==> config.mk <==
export PLATFORM = sky130hd
export DESIGN_NAME = nfc_protocol_timer_unit
export DESIGN_NICKNAME = d
export VERILOG_FILES = /design/src/timer_unit_pkg.sv /design/src/nfc_protocol_timer_unit.sv
export VERILOG_INCLUDE_DIRS = /design/src
export SDC_FILE = /design/constraint.sdc
export NUM_CORES = 1
export LEC_CHECK = 0
export BUFFER_PORTS_ARGS = -buffer_cell sky130_fd_sc_hd__buf_2
export CAP_MARGIN = 20
export CORE_UTILIZATION = 55
export CTS_CLUSTER_DIAMETER = 30
export DETAILED_ROUTE_END_ITERATION = 8
export PLACE_DENSITY = 0.79
export SYNTH_ARGS = -nofsm -noshare
export SYNTH_HDL_FRONTEND = slang
export SYNTH_SLANG_ARGS = --single-unit
==> constraint.sdc <==
create_clock -name clk_sys -period 3 [get_ports clk_sys]
set_input_delay 0.3 -clock clk_sys [delete_from_list [all_inputs] [get_ports clk_sys]]
set_output_delay 0.3 -clock clk_sys [all_outputs]
set_load 0.01 [all_outputs]
==> src/timer_unit_defs.svh <==
/*
  Constants for the protocol timer unit: trigger selection codes, reset values
  and timing counts. Assumes inclusion by bare name from the package or module.
*/
`ifndef TIMER_UNIT_DEFS_SVH
`define TIMER_UNIT_DEFS_SVH
// Carrier periods per no-response count, short and long step
`define NRT_STEP_SHORT 13'h0040
`define NRT_STEP_LONG 13'h1000
// Reset values of timer counts
`define COUNT16_RESET 16'h0000
`define COUNT8_RESET 8'h00
`define COUNT13_RESET 13'h0000
// General-purpose trigger selections
`define GPT_TRIG_NONE 2'h0
`define GPT_TRIG_RX_START 2'h1
`define GPT_TRIG_RX_END 2'h2
`define GPT_TRIG_FIELD_OFF 2'h3
`endif

==> src/timer_unit_pkg.sv <==
/*
  Types for the protocol timer unit: operating modes, command strobes and
  state record. Assumes the defs header sits in the same folder.
*/
`include "timer_unit_defs.svh"
package timer_unit_pkg;
  // Operating mode of the surrounding device
  typedef enum logic [2:0] {
    mode_reader = 3'h0,
    mode_active_init = 3'h1,
    mode_active_target = 3'h2,
    mode_bitrate_detect = 3'h3,
    mode_passive_target = 3'h4,
    mode_wakeup = 3'h5,
    mode_power_down = 3'h6
  } op_mode_t;

  // One-cycle direct command strobes from the host
  typedef struct packed {
    logic start_nrt;
    logic stop_nrt;
    logic start_gpt;
    logic start_wut;
    logic stop_all;
  } cmd_t;

  // Link and field events, one-cycle pulses except the rx_busy level
  typedef struct packed {
    logic tx_end;
    logic tx_field_off;
    logic peer_field_on;
    logic rx_start;
    logic rx_end;
    logic rx_busy;
    logic txe_flag_read;
  } event_t;

  // Timer run state
  typedef enum logic [1:0] {
    tmr_idle = 2'b00,
    tmr_run = 2'b01
  } run_t;

  // Complete state of the timer unit
  typedef struct packed {
    run_t nrt_run;
    logic [15:0] nrt_count;
    logic [12:0] nrt_pre;
    run_t fw_run;
    logic [7:0] fw_count;
    run_t gp_run;
    logic [15:0] gp_count;
    run_t wu_run;
    logic [15:0] wu_count;
    logic txe_seen;
    logic rx_on;
    logic irq_nrt;
    logic irq_fw;
    logic irq_gp;
    logic irq_wu;
    logic temp_enable;
  } state_t;
endpackage : timer_unit_pkg
==> src/nfc_protocol_timer_unit.sv <==
/*
  Protocol timer unit: no-response, field-wait, general-purpose and wake-up
  timers. Assumes all inputs synchronous to clk_sys, event inputs other than rx_busy as
  one-cycle pulses, and that fc and RC ticks arrive as one-cycle enables.
*/
`timescale 1ns/1ps
`default_nettype none
`include "timer_unit_defs.svh"

// What this block does
// Start no-response timer at transmit end
// Step is 64 or 4096 carrier periods
// Normal mode: expiry interrupts, reply stops silently
// EMV mode: always interrupt, ignore stop-all
// Start command restarts no-response timer
// Stop commands end timer without interrupt
// Active modes start at own field off
// Peer-start option starts at peer field on
// Passive target never auto-starts no-response timer
// Field-wait timer starts after transmit, NFC only
// Peer field on stops field-wait silently
// Host reads transmit-end flag first
// General timer triggered per configuration
// General timer always interrupts on expiry
// Start command restarts general timer
// Wake-up start accepted outside wake-up mode
// Wake-up expiry sets wake-up flag
// Only wake-up timer runs in power-down
// Wake-up timer bounds passive target enable
// Host reconfigures only stopped timers
// Stop-all halts every timer, EMV excepted
// Timeout is sixteen bits, two bytes
module nfc_protocol_timer_unit
  import timer_unit_pkg::*;
(
  // Clock and reset
  input wire logic clk_sys,
  input wire logic rst_n,
  // Time bases: carrier period tick and RC oscillator tick
  input wire logic fc_tick,
  input wire logic rc_tick,
  // Mode and option bits
  input wire op_mode_t op_mode,
  input wire logic nrt_step_long,
  input wire logic nrt_emv,
  input wire logic nrt_peer_start,
  input wire logic [1:0] gpt_trigger,
  // Timeout configuration
  input wire logic [7:0] nrt_timeout_hi,
  input wire logic [7:0] nrt_timeout_lo,
  input wire logic [7:0] field_wait_timeout,
  input wire logic [15:0] gpt_timeout,
  input wire logic [15:0] wakeup_timeout,
  // Commands and events
  input wire cmd_t cmd,
  input wire event_t evt,
  input wire logic irq_clear,
  // Status outputs
  output logic rx_on,
  output logic nrt_running,
  output logic nrt_timeout_flag,
  output logic field_wait_timeout_flag,
  output logic gpt_timeout_flag,
  output logic wakeup_timer_flag,
  output logic temp_enable
);

  // Registered state and its next value
  state_t st;
  state_t next_st;

  // Decoded mode groups
  logic nfc_mode;
  logic active_mode;
  logic xtal_on;
  logic fc_en;
  logic nrt_auto;
  logic gp_trig;
  logic [12:0] step_len;

  // Load value of a timer; a zero timeout still lasts one count
  function automatic logic [15:0] load16(input logic [15:0] val);
    load16 = (val == 16'h0000) ? 16'h0001 : val;
  endfunction : load16

  always_comb begin
    nfc_mode = (op_mode == mode_active_init) || (op_mode == mode_active_target) ||
               (op_mode == mode_bitrate_detect) || (op_mode == mode_passive_target);
    active_mode = (op_mode == mode_active_init) || (op_mode == mode_active_target);
    // Crystal timers stop
    xtal_on = (op_mode != mode_power_down);
    fc_en = fc_tick && xtal_on;
    // Step selection
    step_len = nrt_step_long ? `NRT_STEP_LONG : `NRT_STEP_SHORT;
    // Reader transmit end
    nrt_auto = (op_mode == mode_reader) && evt.tx_end;
    // Own field off
    if (!nrt_peer_start && (active_mode || op_mode == mode_bitrate_detect) && evt.tx_field_off) begin
      nrt_auto = 1'b1;
    end
    // Peer field on
    if (nrt_peer_start && active_mode && evt.peer_field_on) begin
      nrt_auto = 1'b1;
    end
    // Passive target excluded
    if (op_mode == mode_passive_target) begin
      nrt_auto = 1'b0;
    end
    // Trigger selection
    unique case (gpt_trigger)
      `GPT_TRIG_RX_START: gp_trig = evt.rx_start;
      `GPT_TRIG_RX_END: gp_trig = evt.rx_end;
      `GPT_TRIG_FIELD_OFF: gp_trig = active_mode && evt.tx_field_off;
      default: gp_trig = 1'b0;
    endcase
  end

  // Next-state logic of all four timers
  always_comb begin
    next_st = st;
    // Host acknowledges all flags; a new event in the same cycle wins
    if (irq_clear) begin
      next_st.irq_nrt = 1'b0;
      next_st.irq_fw = 1'b0;
      next_st.irq_gp = 1'b0;
      next_st.irq_wu = 1'b0;
    end
    // Transmit-end flag read
    if (evt.txe_flag_read) begin
      next_st.txe_seen = 1'b1;
    end
    // No-response timer counting
    if (st.nrt_run == tmr_run && fc_en) begin
      if (st.nrt_pre >= step_len - 13'h0001) begin
        next_st.nrt_pre = `COUNT13_RESET;
        // Count down per step
        if (st.nrt_count <= 16'h0001) begin
          next_st.nrt_run = tmr_idle;
          next_st.nrt_count = `COUNT16_RESET;
          // Expiry interrupt
          next_st.irq_nrt = 1'b1;
          // Reply in progress keeps receiver
          if (!(nrt_emv && evt.rx_busy)) begin
            next_st.rx_on = 1'b0;
          end
        end else begin
          next_st.nrt_count = st.nrt_count - 16'h0001;
        end
      end else begin
        next_st.nrt_pre = st.nrt_pre + 13'h0001;
      end
    end
    // Reply start stops silently
    if (!nrt_emv && evt.rx_start && st.nrt_run == tmr_run) begin
      next_st.nrt_run = tmr_idle;
      // Idle prescaler must rest at zero, the field-wait timer keys on it
      next_st.nrt_pre = `COUNT13_RESET;
    end
    // Stop commands, EMV exception
    if (cmd.stop_nrt || (cmd.stop_all && !nrt_emv)) begin
      next_st.nrt_run = tmr_idle;
      // Cleared so a stopped timer never stalls the field-wait count
      next_st.nrt_pre = `COUNT13_RESET;
    end
    // Start or restart
    if ((cmd.start_nrt || nrt_auto) && xtal_on) begin
      next_st.nrt_run = tmr_run;
      next_st.nrt_pre = `COUNT13_RESET;
      next_st.nrt_count = load16({nrt_timeout_hi, nrt_timeout_lo});
      next_st.rx_on = 1'b1;
    end
    // Field-wait timer counting, one count per carrier tick with the no-response prescaler at zero
    if (st.fw_run == tmr_run && fc_en && st.nrt_pre == `COUNT13_RESET) begin
      if (st.fw_count <= 8'h01) begin
        next_st.fw_run = tmr_idle;
        // Timeout interrupt
        next_st.irq_fw = 1'b1;
      end else begin
        next_st.fw_count = st.fw_count - 8'h01;
      end
    end
    // Peer field stops it
    if (evt.peer_field_on || cmd.stop_all) begin
      next_st.fw_run = tmr_idle;
    end
    // Start after transmit, NFC only
    if (nfc_mode && evt.tx_field_off && st.txe_seen && xtal_on) begin
      next_st.fw_run = tmr_run;
      next_st.fw_count = (field_wait_timeout == 8'h00) ? 8'h01 : field_wait_timeout;
      next_st.txe_seen = 1'b0;
    end
    // General-purpose timer counting per carrier tick
    if (st.gp_run == tmr_run && fc_en) begin
      if (st.gp_count <= 16'h0001) begin
        next_st.gp_run = tmr_idle;
        // Always interrupts
        next_st.irq_gp = 1'b1;
      end else begin
        next_st.gp_count = st.gp_count - 16'h0001;
      end
    end
    // Halt on stop-all
    if (cmd.stop_all) begin
      next_st.gp_run = tmr_idle;
    end
    // Start or restart
    if ((cmd.start_gpt || gp_trig) && xtal_on) begin
      next_st.gp_run = tmr_run;
      next_st.gp_count = load16(gpt_timeout);
    end
    // Wake-up timer counting on RC ticks, also in power-down
    if (st.wu_run == tmr_run && rc_tick) begin
      if (st.wu_count <= 16'h0001) begin
        next_st.wu_run = tmr_idle;
        // Wake-up flag
        next_st.irq_wu = 1'b1;
        // Enable window ends
        next_st.temp_enable = 1'b0;
      end else begin
        next_st.wu_count = st.wu_count - 16'h0001;
      end
    end
    // Halt on stop-all
    if (cmd.stop_all) begin
      next_st.wu_run = tmr_idle;
      next_st.temp_enable = 1'b0;
    end
    // Accepted except wake-up mode
    if (cmd.start_wut && op_mode != mode_wakeup) begin
      next_st.wu_run = tmr_run;
      next_st.wu_count = load16(wakeup_timeout);
    end
    // Peer field opens enable window
    if (op_mode == mode_passive_target && evt.peer_field_on && st.wu_run == tmr_idle) begin
      next_st.wu_run = tmr_run;
      next_st.wu_count = load16(wakeup_timeout);
      next_st.temp_enable = 1'b1;
    end
  end

  // State register with synchronous reset
  always_ff @(posedge clk_sys) begin
    if (!rst_n) begin
      st <= '0;
    end else begin
      st <= next_st;
    end
  end

  // Outputs come straight from state flip-flops
  assign rx_on = st.rx_on;
  assign nrt_running = (st.nrt_run == tmr_run);
  assign nrt_timeout_flag = st.irq_nrt;
  assign field_wait_timeout_flag = st.irq_fw;
  assign gpt_timeout_flag = st.irq_gp;
  assign wakeup_timer_flag = st.irq_wu;
  assign temp_enable = st.temp_enable;

endmodule : nfc_protocol_timer_unit
`default_nettype wire

After elaboration in Yosys (flattened, before gate mapping)

Cells that the tools add are included.

Register bits: 80
Output and inout port bits: 7
Logic and storage cells: 159

$add $sub $neg: 6
Magnitude comparators: 5
Equality and inequality tests: 13
Mux-type cells: 49
Bitwise operators: 1
Reduce and logical (&&, ||, !) cells: 69

Operators by type and width:

| cell                                                 | count |
|---|---|
| two-way mux 17 bit                                   | 6 |
| two-way mux 16 bit                                   | 6 |
| two-way mux 30 bit                                   | 2 |
| two-way mux 13 bit                                   | 4 |
| <= comparator 16 x 1 -> 1 bit, second input constant | 3 |
| logical NOT 16 bit                                   | 3 |
| subtractor 16 x 1 -> 16 bit, second input constant   | 3 |
| logical AND 1 bit                                    | 24 |
| nonzero test 3 bit                                   | 7 |
| two-way mux 1 bit                                    | 20 |
| nonzero test 4 bit                                   | 5 |
| two-way mux 9 bit                                    | 2 |
| two-way mux 8 bit                                    | 2 |
| AND reduction 2 bit                                  | 8 |
| adder 13 x 1 -> 13 bit, second input constant        | 1 |
| greater-or-equal comparator 13 bit                   | 1 |
| logical NOT 13 bit                                   | 1 |
| subtractor 13 x 1 -> 13 bit, second input constant   | 1 |
| two-way mux 2 bit                                    | 5 |
| nonzero test 2 bit                                   | 5 |
| <= comparator 8 x 1 -> 1 bit, second input constant  | 1 |
| logical NOT 8 bit                                    | 1 |
| subtractor 8 x 1 -> 8 bit, second input constant     | 1 |
| logical OR 1 bit                                     | 7 |
| 18 further kinds                                     | 24 |

Depth between registers and ports, before layout

Depth in word-level cells: 12
Gate-level depth with buffers: 9
Gate-level depth less buffers: 8

Least setup slack after synthesis

No wires, ideal clock.

Path kind: reg-to-reg
Start: register st[13] (netlist bit)
End: register st[22] (netlist bit)
Library setup time: 131 ps
Arrival time: 2169 ps
Required time: 2869 ps
Setup slack: 700 ps
Cell stages (with the launch flop): 8
Buffers on the path: 1
Period minus slack after synthesis: 2300 ps
Cell sequence: dfxtp_1 > or4_4 > or4_4 > buf_6 > nor4_1 > xor2_1 > a221oi_1 > nor3_2

Longest elaborated chain between the ends: 5
Elaborated cells on any way between the ends: 8

Ends and longest elaborated chain:

| what                        | line                           | RTL |
|---|---|---|
| start, declared             | nfc_protocol_timer_unit.sv:69  | `state_t st;` |
| start signal, assigned      | nfc_protocol_timer_unit.sv:246 | `st <= next_st;` |
| subtractor 16 x 1 -> 16 bit | nfc_protocol_timer_unit.sv:220 | `next_st.wu_count = st.wu_count - 16'h0001;` |
| two-way mux 16 bit          | nfc_protocol_timer_unit.sv:213 | `if (st.wu_count <= 16'h0001) begin` |
| two-way mux 17 bit          | nfc_protocol_timer_unit.sv:212 | `if (st.wu_run == tmr_run && rc_tick) begin` |
| two-way mux 17 bit          | nfc_protocol_timer_unit.sv:229 | `if (cmd.start_wut && op_mode != mode_wakeup) begin` |
| two-way mux 17 bit          | nfc_protocol_timer_unit.sv:234 | `if (op_mode == mode_passive_target && evt.peer_field_on && st.wu_run == tmr_idle) begin` |

Several ways; a longest one is shown, not always the timed one. The select of a mux whose other input is x is not followed.
A chain may end at the register's enable or synchronous reset.

Worst setup path after layout

Start: register st[63] (netlist bit)
End: register st[54] (netlist bit)

Longest elaborated chain between the ends: 2

Ends and longest elaborated chain:

| what                               | line                           | RTL |
|---|---|---|
| greater-or-equal comparator 13 bit | nfc_protocol_timer_unit.sv:134 | `if (st.nrt_pre >= step_len - 13'h0001) begin` |
| two-way mux 13 bit                 | nfc_protocol_timer_unit.sv:134 |  |

Every way passes these cells.

==> run_summary.xml <==
<?xml version="1.0" encoding="UTF-8"?>
<metrics>
  <group name="synthesis">
    <metric name="ys_top_cells_by_area" unit="">sky130_fd_sc_hd__dfxtp_1, sky130_fd_sc_hd__nor2_1, sky130_fd_sc_hd__a21oi_1</metric>
    <metric name="post-synth-top-area-fraction" unit="%">33.4</metric>
    <metric name="synth_area" unit="um2">4800</metric>
    <metric name="synthesis.yosys.warnings" unit="">0</metric>
    <metric name="synth_edf_count" unit="">0</metric>
    <metric name="synthDistinctLibCells" unit="">69</metric>
    <metric name="avg_cell_area_syn" unit="um2">7.94</metric>
    <metric name="post_synth_inst_count" unit="">604</metric>
    <metric name="synth_fp_nets" unit="">701</metric>
    <metric name="postSynthRegisterBits" unit="">80</metric>
    <metric name="yosys_most_used_dff" unit="">sky130_fd_sc_hd__dfxtp_1</metric>
    <metric name="biggest_area_consumer_among_synthesized_cells" unit="">sky130_fd_sc_hd__dfxtp_1</metric>
    <metric name="postSynth.asyncResetShare" unit="%">0</metric>
    <metric name="sequential_fraction_of_the_synthesis_area" unit="%">33.4</metric>
  </group>
  <group name="floorplan">
    <metric name="core_region_area" unit="um2">8340</metric>
    <metric name="die_x" unit="um">95.4</metric>
    <metric name="die_y" unit="um">95.4</metric>
    <metric name="num_io_pins" unit="">88</metric>
    <metric name="floorplan.initialDensity" unit="%">57.5</metric>
    <metric name="core.rowCount" unit="">33</metric>
    <metric name="die_area" unit="um2">9100</metric>
  </group>
  <group name="placement">
    <metric name="placement.io_buffers" unit="">87</metric>
    <metric name="cell_count_after_placement" unit="">780</metric>
    <metric name="routabilityCongestion" unit="">0.927</metric>
    <metric name="dpl-instance-area" unit="um2">5340</metric>
    <metric name="detailed_place_hpwl" unit="um">9940</metric>
  </group>
  <group name="timing">
    <metric name="clock-skew-final" unit="ns">0.0138</metric>
    <metric name="min_period_over_period" unit="%">85.3</metric>
    <metric name="report.final.slew_viol_count" unit="">0</metric>
    <metric name="timing_worst_slew_pin_value" unit="ns">0.920</metric>
    <metric name="final-setup-viol-count" unit="">0</metric>
    <metric name="finalWorstPathRequiredPeriod" unit="ns">2.56</metric>
    <metric name="grt_setup_unrepaired" unit="">no</metric>
    <metric name="setup-tns-final" unit="ns">0</metric>
    <metric name="timing_hold_violations_final" unit="">0</metric>
    <metric name="maxSlewHeadroom" unit="%">38.4</metric>
    <metric name="timing.fmax" unit="GHz">0.391</metric>
  </group>
  <group name="finish">
    <metric name="insertedDiodeCount" unit="">0</metric>
    <metric name="design_area" unit="um2">5560</metric>
    <metric name="fillers" unit="">752</metric>
    <metric name="post_route_cells_drive_above_1_share" unit="%">18.7</metric>
    <metric name="ff_latch_area" unit="um2">1600</metric>
    <metric name="nets" unit="">783</metric>
    <metric name="multiInputGateArea" unit="um2">2990</metric>
    <metric name="area_delta_synth_final" unit="%">15.8</metric>
    <metric name="stdcell_count" unit="">796</metric>
  </group>
  <group name="detailed_routing">
    <metric name="antenna_left" unit="">0</metric>
    <metric name="wl_per_cell" unit="um">16.9</metric>
    <metric name="drt-vias-per-instance" unit="">6.28</metric>
    <metric name="totalWireLength" unit="um">13500</metric>
    <metric name="first_pass_iters" unit="">5</metric>
    <metric name="detail_route.iter0.violations" unit="">253</metric>
    <metric name="drcViolationCount" unit="">0</metric>
    <metric name="vias" unit="">5001</metric>
  </group>
  <group name="worst_hold_path">
    <metric name="worst_hold_startpoint" unit="">gpt_timeout[8]</metric>
    <metric name="timing.hold.worst.class" unit="">input port to flop</metric>
  </group>
  <group name="worst_setup_path">
    <metric name="timing.critical_path.arrival" unit="ns">2.83</metric>
    <metric name="startpoint" unit="">st[63]$_SDFFE_PP0P_</metric>
    <metric name="required" unit="ns">3.28</metric>
    <metric name="rr_startpoint" unit="">st[63]$_SDFFE_PP0P_</metric>
    <metric name="kind_of_end_point_of_the_critical_path" unit="">flop</metric>
    <metric name="setup.worst_path.class" unit="">flop to flop</metric>
    <metric name="timing.critical_path.fanout_max" unit="">13</metric>
    <metric name="startpoint_type" unit="">flop</metric>
  </group>
  <group name="grt">
    <metric name="grt_use_total" unit="%">30.6</metric>
    <metric name="overflow" unit="">0</metric>
    <metric name="grt_first_pass_wirelength" unit="um">21800</metric>
    <metric name="first_global_vias" unit="">4742</metric>
    <metric name="grt_start_max_net_pins" unit="">44</metric>
    <metric name="grt_antenna_before_repair" unit="">0</metric>
  </group>
  <group name="power_and_ir_drop">
    <metric name="power" unit="mW">2.71</metric>
    <metric name="peak_supply_drop" unit="mV">0.353</metric>
    <metric name="leakagePower" unit="nW">2.14</metric>
    <metric name="p_per_area" unit="nW/um2">487</metric>
  </group>
  <group name="status">
    <metric name="status" unit="">finished, final reports clean</metric>
  </group>
  <group name="clock_tree">
    <metric name="clockBufferDepth" unit="">2</metric>
    <metric name="path_clk_slew" unit="ns">0.09</metric>
    <metric name="cts_tree" unit="">done</metric>
    <metric name="clock_sinks" unit="">80</metric>
    <metric name="cts_hold_buf" unit="">0</metric>
    <metric name="clock_insertion_delay_worst_skew" unit="ns">0.36</metric>
    <metric name="cts_buffers" unit="">9</metric>
    <metric name="buffer_cell_driving_the_clock_tree_root" unit="">sky130_fd_sc_hd__clkbuf_8</metric>
    <metric name="cts_htree_levels" unit="">3</metric>
    <metric name="post-cts-setup-buffers" unit="">0</metric>
    <metric name="post_cts_resized" unit="">0</metric>
  </group>
  <group name="job">
    <metric name="cap_viol_max_count" unit="">0</metric>
  </group>
</metrics>
-- kinds of logic (layout without fill, tap and decap cells) --
kind of cell,Yosys count,after routing,synth area share [%]
adders and majority gates,16,16,4.17
muxes,1,1,0.209
and+or+nand+nor,240,240,25.8
DFF,80,80,33.4
buffers and inverters,53,140,4.41
AOI/OAI and AO/OA,173,173,24.6
xor gates and xnor gates,41,41,7.49
-- where the power goes --
group	switching (mW)	internal (mW)	total (mW)
combinational	0.364	0.248	0.611
sequential	0.0759	1.13	1.21
clock	0.398	0.490	0.888
total	0.837	1.87	2.71
-- per-stage QoR --
step                      utilization (%)  setup WS (ns)  hold slack (ns)
after detailed placement             64.0          0.325            0.450
after global placement               64.0          0.451            0.447
after CTS                            66.6          0.488            0.180
final                                66.6          0.440            0.193
after global routing                 66.6          0.288            0.189
after floorplan                         -          0.700            0.430
-- cells in the mapped netlist, types with 2 or more instances --
cell type,count
sky130_fd_sc_hd__a211oi_1,14
sky130_fd_sc_hd__a21o_1,6
sky130_fd_sc_hd__a21oi_1,42
sky130_fd_sc_hd__a221oi_1,4
sky130_fd_sc_hd__a22o_1,3
sky130_fd_sc_hd__a22oi_1,2
sky130_fd_sc_hd__a311oi_1,2
sky130_fd_sc_hd__a31oi_1,7
sky130_fd_sc_hd__a32o_1,9
sky130_fd_sc_hd__a32oi_1,6
sky130_fd_sc_hd__a41oi_1,3
sky130_fd_sc_hd__and2_1,2
sky130_fd_sc_hd__and3_1,8
sky130_fd_sc_hd__buf_2,4
sky130_fd_sc_hd__clkbuf_1,20
sky130_fd_sc_hd__dfxtp_1,80
sky130_fd_sc_hd__ha_1,16
sky130_fd_sc_hd__inv_1,26
sky130_fd_sc_hd__nand2_1,41
sky130_fd_sc_hd__nand2b_1,4
sky130_fd_sc_hd__nand3_1,18
sky130_fd_sc_hd__nand3b_1,6
sky130_fd_sc_hd__nand4_1,8
sky130_fd_sc_hd__nor2_1,64
sky130_fd_sc_hd__nor2b_1,5
sky130_fd_sc_hd__nor3_1,32
sky130_fd_sc_hd__nor4_1,24
sky130_fd_sc_hd__nor4b_1,2
sky130_fd_sc_hd__o211ai_1,3
sky130_fd_sc_hd__o21a_1,4
sky130_fd_sc_hd__o21ai_0,38
sky130_fd_sc_hd__o21ai_1,5
sky130_fd_sc_hd__o22ai_1,3
sky130_fd_sc_hd__o31a_1,3
sky130_fd_sc_hd__o31ai_1,4
sky130_fd_sc_hd__or2_2,3
sky130_fd_sc_hd__or3_1,5
sky130_fd_sc_hd__or4_1,7
sky130_fd_sc_hd__or4_4,2
sky130_fd_sc_hd__xnor2_1,17
sky130_fd_sc_hd__xor2_1,24
-- critical path: stages (launching register included) --
cell                       delay, ns
sky130_fd_sc_hd__dfxtp_1        0.42
sky130_fd_sc_hd__ha_1           0.28
sky130_fd_sc_hd__a21o_1         0.16
sky130_fd_sc_hd__a211oi_1       0.33
sky130_fd_sc_hd__and3_1         0.31
sky130_fd_sc_hd__o21a_1         0.39
sky130_fd_sc_hd__nand2_1        0.37
sky130_fd_sc_hd__a21oi_1        0.21
-- layout make-up --
type                       count  share of cell area, %
clock inverter                 5                   1.44
multi-input combinational    471                   53.8
sequential                    80                   28.8
tap                          105                   2.36
clock buffer                  11                   2.54
timing repair buffer          97                   9.19
inverter                      27                   1.82
-- cells in the final DEF (no fill, tap or decap), types with 4 or more instances in the layout --
cell                       Yosys  final
sky130_fd_sc_hd__nor2b_1       5      5
sky130_fd_sc_hd__o21a_1        4      4
sky130_fd_sc_hd__a21o_1        6      6
sky130_fd_sc_hd__buf_4         0     10
sky130_fd_sc_hd__nand4_1       8      8
sky130_fd_sc_hd__a32oi_1       6      6
sky130_fd_sc_hd__nand3_1      18     18
sky130_fd_sc_hd__inv_1        26     26
sky130_fd_sc_hd__nand3b_1      6      6
sky130_fd_sc_hd__nand2_1      41     41
sky130_fd_sc_hd__xor2_1       24     24
sky130_fd_sc_hd__clkbuf_8      0     10
sky130_fd_sc_hd__nor4_1       24     24
sky130_fd_sc_hd__or4_1         7      7
sky130_fd_sc_hd__a31oi_1       7      7
sky130_fd_sc_hd__a221oi_1      4      4
sky130_fd_sc_hd__and3_1        8      8
sky130_fd_sc_hd__o21ai_0      38     38
sky130_fd_sc_hd__xnor2_1      17     17
sky130_fd_sc_hd__nand2b_1      4      4
sky130_fd_sc_hd__buf_2         4     87
sky130_fd_sc_hd__dfxtp_1      80     80
sky130_fd_sc_hd__nor3_1       32     32
sky130_fd_sc_hd__o21ai_1       5      5
sky130_fd_sc_hd__o31ai_1       4      4
sky130_fd_sc_hd__a21oi_1      42     42
sky130_fd_sc_hd__nor2_1       64     64
sky130_fd_sc_hd__a211oi_1     14     14
sky130_fd_sc_hd__a32o_1        9      9
sky130_fd_sc_hd__or3_1         5      5
sky130_fd_sc_hd__ha_1         16     16
-- worst paths after layout --
path	to	slack [ns]	cells after the start
setup / recovery	st[54]$_SDFFE_PP0P_	0.44	7
hold / removal	st[33]$_SDFFE_PN0P_	0.19	3
setup reg to reg	st[54]$_SDFFE_PP0P_	0.44	7
hold reg to reg	nrt_timeout_flag$_SDFF_PN0_	0.46	2
-- flip-flops by register name (all words and copies together), names as in the netlist --
register / flops
field_wait_timeout_flag: 1
gpt_timeout_flag: 1
nrt_timeout_flag: 1
rx_on: 1
st: 74
temp_enable: 1
wakeup_timer_flag: 1
-- metal layers --
layer / up-vias / part of all wire, % / GRT usage [%]
met5: - / 0 / 0
met1: 2302 / 42 / 37.8
met4: 0 / 3.8 / 15.4
met3: 48 / 7.8 / 6.30
li1: 2403 / - / -
met2: 248 / 47 / 50.2
No activity file was read; power rests on OpenSTA's default activity.
